===== src/ref_ctrl_pkg.sv =====
// constants for the reference and temperature sense control block
// assumes a plain strobe register port and an 8-bit register
package ref_ctrl_pkg;
	localparam int          DATA_W          = 8;
	localparam int          ADDR_W          = 16;
	localparam logic [15:0] REF_CTRL_ADDR   = 16'h020c;
	localparam logic [15:0] IRQ_STATUS_ADDR = 16'h0210;
	localparam logic [15:0] IRQ_MASK_ADDR   = 16'h0211;
	localparam int          EN_BIT          = 7;
	localparam int          RDY_BIT         = 6;
	localparam int          TS_EN_BIT       = 5;
	localparam int          TS_RNG_BIT      = 4;
	localparam int          CD_GAIN_HI      = 3;
	localparam int          CD_GAIN_LO      = 2;
	localparam int          AD_GAIN_HI      = 1;
	localparam int          AD_GAIN_LO      = 0;
	localparam logic [7:0]  CTRL_RESET      = 8'h00;
	localparam logic [7:0]  WRITABLE_MASK   = 8'hbf;
	// interrupt status bits: ready rose, ready fell
	localparam int          IRQ_RISE_BIT    = 0;
	localparam int          IRQ_FALL_BIT    = 1;
	localparam logic [1:0]  IRQ_RESET       = 2'h0;
	typedef enum logic [1:0] {
		GAIN_OFF = 2'h0,
		GAIN_X1  = 2'h1,
		GAIN_X2  = 2'h2,
		GAIN_X4  = 2'h3
	} gain_t;
endpackage


===== src/gain_if.sv =====
// decoded buffer gain controls, decoder to top
// assumes one clock domain
`timescale 1ns/10ps
interface gain_if;
	logic       on;
	logic [2:0] onehot;
	modport dec (output on, output onehot);
	modport use_side (input on, input onehot);
endinterface


===== src/gain_decode.sv =====
// decodes a two-bit buffer gain field into on and one-hot gain selects
// assumes the field comes from a register on clk_sys
`timescale 1ns/10ps
module gain_decode (
	// field
	input  wire logic [1:0] gain_field,
	// decoded
	gain_if.dec             dec
);
	always_comb begin
		dec.on     = 1'b1;
		dec.onehot = 3'h0;
		case (ref_ctrl_pkg::gain_t'(gain_field))
			ref_ctrl_pkg::GAIN_X4: dec.onehot = 3'h4;
			ref_ctrl_pkg::GAIN_X2: dec.onehot = 3'h2;
			ref_ctrl_pkg::GAIN_X1: dec.onehot = 3'h1;
			default: dec.on = 1'b0;
		endcase
	end
endmodule


===== src/ref_temp_ctrl.sv =====
// control register bank for the fixed reference and the die temperature sensor
// assumes a one-cycle strobe register port on clk_sys and async analog ready
//
// The strobed register port was left to the implementer.
`timescale 1ns/10ps
module ref_temp_ctrl #(
	parameter int AW = ref_ctrl_pkg::ADDR_W
) (
	// clock and reset
	input  wire logic          clk_sys,
	input  wire logic          rst_n,
	// register port
	input  wire logic [AW-1:0] reg_addr,
	input  wire logic [7:0]    reg_wdata,
	input  wire logic          reg_wr,
	input  wire logic          reg_rd,
	output logic      [7:0]    reg_rdata,
	// analog reference
	input  wire logic          ref_ready_async,
	output logic               ref_enable,
	// comparator/DAC buffer
	output logic               cd_buf_on,
	output logic      [2:0]    cd_buf_gain,
	output logic               cd_to_dac,
	output logic               cd_to_cmp,
	output logic               cd_to_adc_channel,
	// ADC buffer
	output logic               ad_buf_on,
	output logic      [2:0]    ad_buf_gain,
	output logic               ad_to_adc_ref,
	output logic               ad_to_adc_channel,
	// temperature sensor
	output logic               temp_sense_enable,
	output logic               temp_range_select,
	// interrupt
	output logic               irq
);

	////////////////////////////////////////////////////////////////////////////
	// registers
	logic [7:0] ctrl_q;
	logic [7:0] ctrl_d;
	logic       rdy_d;
	logic [1:0] irq_clr;
	logic       irq_d;
	logic       rdy_meta_q;
	logic       rdy_sync_q;
	logic       rdy_prev_q;
	logic       rdy_q;
	logic [1:0] irq_stat_q;
	logic [1:0] irq_mask_q;
	logic [1:0] irq_event;
	logic       hit_ctrl;
	logic       hit_stat;
	logic       hit_mask;
	logic [7:0] rdata_d;

	gain_if cd_if ();
	gain_if ad_if ();

	assign hit_ctrl = (reg_addr == AW'(ref_ctrl_pkg::REF_CTRL_ADDR));
	assign hit_stat = (reg_addr == AW'(ref_ctrl_pkg::IRQ_STATUS_ADDR));
	assign hit_mask = (reg_addr == AW'(ref_ctrl_pkg::IRQ_MASK_ADDR));

	// whole-byte write; each field except ready keeps what is written to it
	always_comb begin
		ctrl_d = ctrl_q;
		if (reg_wr && hit_ctrl) begin
			// ready bit never stored; the read path supplies it
			ctrl_d = reg_wdata & ref_ctrl_pkg::WRITABLE_MASK;
		end
	end

	always_ff @(posedge clk_sys) begin
		if (!rst_n) begin
			ctrl_q <= ref_ctrl_pkg::CTRL_RESET;
		end else begin
			ctrl_q <= ctrl_d;
		end
	end

	////////////////////////////////////////////////////////////////////////////
	// ready synchroniser; first flop feeds only the second
	always_ff @(posedge clk_sys) begin
		if (!rst_n) begin
			rdy_meta_q <= 1'b0;
			rdy_sync_q <= 1'b0;
		end else begin
			rdy_meta_q <= ref_ready_async;
			rdy_sync_q <= rdy_meta_q;
		end
	end

	// analog may hold ready briefly after disable, so gate with enable
	assign rdy_d = rdy_sync_q & ctrl_q[ref_ctrl_pkg::EN_BIT];

	always_ff @(posedge clk_sys) begin
		if (!rst_n) begin
			rdy_q <= 1'b0;
		end else begin
			rdy_q <= rdy_d;
		end
	end

	// previous ready for edge events; resets to the idle level, no false edge
	always_ff @(posedge clk_sys) begin
		if (!rst_n) begin
			rdy_prev_q <= 1'b0;
		end else begin
			rdy_prev_q <= rdy_q;
		end
	end

	////////////////////////////////////////////////////////////////////////////
	// interrupts: sticky, write one to clear, set wins
	assign irq_event[ref_ctrl_pkg::IRQ_RISE_BIT] = rdy_q & ~rdy_prev_q;
	assign irq_event[ref_ctrl_pkg::IRQ_FALL_BIT] = ~rdy_q & rdy_prev_q;

	assign irq_clr = (reg_wr && hit_stat) ? reg_wdata[1:0] : 2'h0;

	// one sticky flag per event; a set in the clearing cycle survives
	for (genvar b = 0; b < 2; b++) begin : g_irq_bit
		always_ff @(posedge clk_sys) begin
			if (!rst_n) begin
				irq_stat_q[b] <= ref_ctrl_pkg::IRQ_RESET[b];
			end else if (irq_event[b]) begin
				irq_stat_q[b] <= 1'b1;
			end else if (irq_clr[b]) begin
				irq_stat_q[b] <= 1'b0;
			end
		end
	end

	always_ff @(posedge clk_sys) begin
		if (!rst_n) begin
			irq_mask_q <= ref_ctrl_pkg::IRQ_RESET;
		end else if (reg_wr && hit_mask) begin
			irq_mask_q <= reg_wdata[1:0];
		end
	end

	// level output; costs one cycle so the pin comes from a flop
	assign irq_d = |(irq_stat_q & irq_mask_q);

	always_ff @(posedge clk_sys) begin
		if (!rst_n) begin
			irq <= 1'b0;
		end else begin
			irq <= irq_d;
		end
	end

	////////////////////////////////////////////////////////////////////////////
	// read port; unmapped addresses read zero
	always_comb begin
		rdata_d = 8'h00;
		if (hit_ctrl) begin
			rdata_d = ctrl_q;
			rdata_d[ref_ctrl_pkg::RDY_BIT] = rdy_q;
		end else if (hit_stat) begin
			rdata_d = {6'h00, irq_stat_q};
		end else if (hit_mask) begin
			rdata_d = {6'h00, irq_mask_q};
		end
	end

	always_ff @(posedge clk_sys) begin
		if (!rst_n) begin
			reg_rdata <= 8'h00;
		end else if (reg_rd) begin
			reg_rdata <= rdata_d;
		end else begin
			reg_rdata <= 8'h00;
		end
	end

	////////////////////////////////////////////////////////////////////////////
	// gain decode
	gain_decode u_cd_dec (
		.gain_field (ctrl_q[ref_ctrl_pkg::CD_GAIN_HI:ref_ctrl_pkg::CD_GAIN_LO]),
		.dec        (cd_if)
	);

	gain_decode u_ad_dec (
		.gain_field (ctrl_q[ref_ctrl_pkg::AD_GAIN_HI:ref_ctrl_pkg::AD_GAIN_LO]),
		.dec        (ad_if)
	);

	////////////////////////////////////////////////////////////////////////////
	// analog controls, all registered
	always_ff @(posedge clk_sys) begin
		if (!rst_n) begin
			ref_enable <= 1'b0;
		end else begin
			ref_enable <= ctrl_q[ref_ctrl_pkg::EN_BIT];
		end
	end

	always_ff @(posedge clk_sys) begin
		if (!rst_n) begin
			cd_buf_on <= 1'b0;
		end else begin
			cd_buf_on <= cd_if.on;
		end
	end

	always_ff @(posedge clk_sys) begin
		if (!rst_n) begin
			cd_buf_gain <= 3'h0;
		end else begin
			cd_buf_gain <= cd_if.onehot;
		end
	end

	// buffer two never reaches the converter reference input
	always_ff @(posedge clk_sys) begin
		if (!rst_n) begin
			cd_to_dac <= 1'b0;
		end else begin
			cd_to_dac <= cd_if.on;
		end
	end

	always_ff @(posedge clk_sys) begin
		if (!rst_n) begin
			cd_to_cmp <= 1'b0;
		end else begin
			cd_to_cmp <= cd_if.on;
		end
	end

	always_ff @(posedge clk_sys) begin
		if (!rst_n) begin
			cd_to_adc_channel <= 1'b0;
		end else begin
			cd_to_adc_channel <= cd_if.on;
		end
	end

	always_ff @(posedge clk_sys) begin
		if (!rst_n) begin
			ad_buf_on <= 1'b0;
		end else begin
			ad_buf_on <= ad_if.on;
		end
	end

	always_ff @(posedge clk_sys) begin
		if (!rst_n) begin
			ad_buf_gain <= 3'h0;
		end else begin
			ad_buf_gain <= ad_if.onehot;
		end
	end

	always_ff @(posedge clk_sys) begin
		if (!rst_n) begin
			ad_to_adc_ref <= 1'b0;
		end else begin
			ad_to_adc_ref <= ad_if.on;
		end
	end

	always_ff @(posedge clk_sys) begin
		if (!rst_n) begin
			ad_to_adc_channel <= 1'b0;
		end else begin
			ad_to_adc_channel <= ad_if.on;
		end
	end

	// sensor draws nothing while this stays low
	always_ff @(posedge clk_sys) begin
		if (!rst_n) begin
			temp_sense_enable <= 1'b0;
		end else begin
			temp_sense_enable <= ctrl_q[ref_ctrl_pkg::TS_EN_BIT];
		end
	end

	always_ff @(posedge clk_sys) begin
		if (!rst_n) begin
			temp_range_select <= 1'b0;
		end else begin
			temp_range_select <= ctrl_q[ref_ctrl_pkg::TS_RNG_BIT];
		end
	end

endmodule


===== config.mk =====
export PLATFORM = sky130hd
export DESIGN_NAME = ref_temp_ctrl
export DESIGN_NICKNAME = d
export VERILOG_FILES = /design/src/ref_ctrl_pkg.sv /design/src/gain_if.sv /design/src/gain_decode.sv /design/src/ref_temp_ctrl.sv
export SDC_FILE = /design/constraint.sdc
export NUM_CORES = 1
export LEC_CHECK = 0
export BUFFER_PORTS_ARGS = -buffer_cell sky130_fd_sc_hd__buf_2
export CORE_MARGIN = 2
export CORE_UTILIZATION = 41
export CTS_BUF_LIST = sky130_fd_sc_hd__clkbuf_8
export CTS_CLUSTER_DIAMETER = 200
export DETAILED_ROUTE_END_ITERATION = 7
export PLACE_DENSITY = 0.76
export SLEW_MARGIN = 10
export SYNTH_ARGS = -nofsm -noshare
export SYNTH_HDL_FRONTEND = slang
export SYNTH_HIERARCHICAL = 1
export SYNTH_SLANG_ARGS = --single-unit

===== constraint.sdc =====
create_clock -name clk_sys -period 1 [get_ports clk_sys]
set_input_delay 0 -clock clk_sys [delete_from_list [all_inputs] [get_ports clk_sys]]
set_output_delay 0 -clock clk_sys [all_outputs]
set_load 0.005 [all_outputs]

==> flow_metrics.env <==
export IMPL_status="finished, final reports clean"
export IMPL_synth_area_um2=1330
export IMPL_post_layout_total_power_uw=3050
export IMPL_cts_tree="yes"
export IMPL_area_growth_synth_to_final_pct=40.8
export IMPL_antenna_found_initial=0
export IMPL_detailroute_via_count=1127
export IMPL_hold_ws_ps=7.09
export IMPL_grt_overflow=0
export IMPL_hp_class="in2reg"
export IMPL_total_nets_final=225
export IMPL_post_place_cells=226
export IMPL_period_minus_slack_ps=920
export IMPL_grtUsageMet3=0.0512
export IMPL_power_density_nw_per_um2=1630
export IMPL_synth_adder_area_share=0
export IMPL_synth_top_flop_cell="dfxtp_1"
export IMPL_synth_xor_area_share=0
export IMPL_use_met2=0.276
export IMPL_vias_per_cell=4.68
export IMPL_post_synth_num_cell_types=26
export IMPL_yosys_area_share_simple=0.312
export IMPL_clockBufferDepth=2
export IMPL_period_share=0.920
export IMPL_tightestPinTransition_ps=393
export IMPL_routabilityCongestion=0.767
export IMPL_final_setup_skew_ps=6.74
export IMPL_end_kind="flop"
export IMPL_peak_ir_drop_on_the_vdd_network_v=0.000671
export IMPL_fmax_mhz=1090
export IMPL_finish_cell_count_without_fillers=241
export IMPL_num_antenna_cells=0
export IMPL_fp_dieArea_um2=3720
export IMPL_multi_input_area_um2=581
export IMPL_asyncSetResetFlopFracSynth=0
export IMPL_yosys_top_cells_area="dfxtp_1, and2_1, buf_4, mux2i_1, nor2b_1"
export IMPL_slew_viol_final=0
export IMPL_area_sequential_um2=701
export IMPL_count_of_flip_flops_with_a_built_in_enable_after_synthesis=0
export IMPL_tritoncts_num_buffers=5
export IMPL_cp_required_ps=1190
export IMPL_grt_pass1_vias=1052
export IMPL_drt_pre_antenna_iters=4
export IMPL_synth_warning_count=6
export IMPL_postSynthRegisterBits=35
export IMPL_criticalPathCategory="reg2reg"
export IMPL_worstPathArrival_ps=1110
export IMPL_gr_usage_met1=0.176
export IMPL_initialDrtViolationCount=22
export IMPL_timing_final_setup_violations=0
export IMPL_synth_largest_area_cell="dfxtp_1"
export IMPL_synth_area_mux_share=0.0470
export IMPL_top_level_ports=54
export IMPL_slew_headroom=0.737
export IMPL_cts_htree_levels=2
export IMPL_dp_final_hpwl_mm=2.02
export IMPL_ys_seq_area_frac=0.526
export IMPL_share_of_cells_above_drive_strength_1=0.406
export IMPL_core_area_um2=3080
export IMPL_num_fill_cells=261
export IMPL_crit_path_start_kind="flop"
export IMPL_grt_max_degree=25
export IMPL_leading_cell_types_by_count_after_synthesis="dfxtp_1, and2_1, a21oi_1, o21ai_0"
export IMPL_clock_sinks=35
export IMPL_start_util=0.433
export IMPL_drt_wl_total_mm=2.73
export IMPL_critical_path_max_fanout=3
export IMPL_synthCells=130
export IMPL_syn_avg_cell_area_um2=10.2
export IMPL_synthMostInstantiatedCell="dfxtp_1"
export IMPL_port_buffer_count=52
export IMPL_grt_most_used_layer="met2"
export IMPL_fp_dieH_um=61.0
export IMPL_rows=20
export IMPL_synth_top_area_frac=0.526
export IMPL_die_w_um=61.0
export IMPL_rsz0062_at_grt="false"
export IMPL_cts_reportedPaths_clkPinSlew_ps=70
export IMPL_cts_root_buffer="clkbuf_8"
export IMPL_clock_latency_ps=290
export IMPL_drt_drc_violations_left=0
export IMPL_hold_viol_final=0
export IMPL_global_route_usage_total=0.166
export IMPL_synth_nets=159
export IMPL_p_leak_uw=0.000866
export IMPL_synth_compound_area_share=0.0695
export IMPL_post_route_util=0.609
export IMPL_largest_family_of_logic_cells_by_synthesized_area="simple AND/OR/NAND/NOR gates"
export IMPL_grt_pass1_wl_mm=4.31
export IMPL_detail_route_antenna_nets=0
export IMPL_wl_per_cell_um=11.3
export IMPL_maxCapViolCount=0
export IMPL_cts_setup_buffers=0
registers in the layout, summed over array words and instances, names as in the netlist:
register,cells
irq_stat_q,2
ad_buf_gain,3
cd_to_adc_channel,1
rdy_prev_q,1
temp_range_select,1
irq_mask_q,2
irq,1
ctrl_q,7
rdy_sync_q,1
rdy_meta_q,1
temp_sense_enable,1
ad_to_adc_channel,1
rdy_q,1
ref_enable,1
reg_rdata,8
cd_buf_gain,3
metrics by stage:
stage | cell area [µm²] | worst slack [ps] | TNS [ps]
global placement | 1660 | -105 | -1020
global route | 1870 | 17.6 | 0
detailed placement | 1660 | -166 | -1930
CTS | 1860 | 72.5 | 0
finish | 1870 | 80.1 | 0
floorplan | 1340 | -11.5 | -23.0
metal layers:
layer,wire [µm],vias to the layer above,share of wire
met5,0,-,0
met4,74,0,0.027
met3,163,8,0.060
met2,1290,51,0.47
met1,1210,501,0.44
li1,-,567,-
path summary, 6_finish.rpt:
kind / startpoint / to / slack [ps] / depth (start not counted)
worst min-delay path: reg_wdata[1] / ctrl_q[1] / 7 / 3
worst max-delay path: irq_mask_q[1] / reg_rdata[1] / 80 / 3
worst min register to register: rdy_meta_q / rdy_sync_q / 450 / 1
worst max register to register: irq_mask_q[1] / reg_rdata[1] / 80 / 3
where the power goes:
group | switching (µW) | total (µW) | internal [µW]
logic | 65.8 | 151 | 85.5
clock network | 510 | 1500 | 994
registers | 0.890 | 1400 | 1400
total | 577 | 3050 | 2480
kinds of logic (layout without fill, tap and decap cells):
logic type	count (synthesis)	count (layout)
AND/OR/NAND/NOR	62	62
flip-flops	35	35
AO/OA/AOI/OAI	17	17
buffers and inverters	10	77
multiplexers	6	6
cell type report:
type / count / area share
Tap cell: 44 / 0.0294
Inverter: 1 / 0.00200
Multi-Input combinational cell: 85 / 0.310
Clock inverter: 3 / 0.0360
Clock buffer: 5 / 0.0367
Timing Repair Buffer: 68 / 0.212
Sequential cell: 35 / 0.374
what timing repair did:
action,in CTS,in global routing
setup endpoints to repair,0,2
resized for setup,0,2
endpoints found under the hold margin,7,0
hold buffers,7,0
cells in the final DEF, fill, tap and decap left out:
master         instances
mux2i_1                4
nor2_1                 6
nor4bb_1               2
dlygate4sd3_1          7
nand4_1                2
inv_1                  1
and2_1                20
nor4_4                 1
a22oi_1                3
nand3_1                5
and3_4                 1
and4_1                 1
or2_1                  2
nor2b_1                6
clkbuf_8               5
nand2_1                6
and3_1                 1
nor3b_2                2
and2_2                 2
mux2_2                 2
bufinv_16              2
nand4bb_1              1
buf_2                 52
o21ai_0                7
nor3b_1                1
clkinvlp_4             1
nor4b_4                1
and2b_2                2
dfxtp_1               35
a21oi_1                7
buf_4                  9
worst max-delay path, stage by stage (launching register included):
cell and delay (ps):
dfxtp_1 330, mux2_2 270, a22oi_1 160, nor2_1 50
Note: power is estimated with default switching activity, not from simulation.
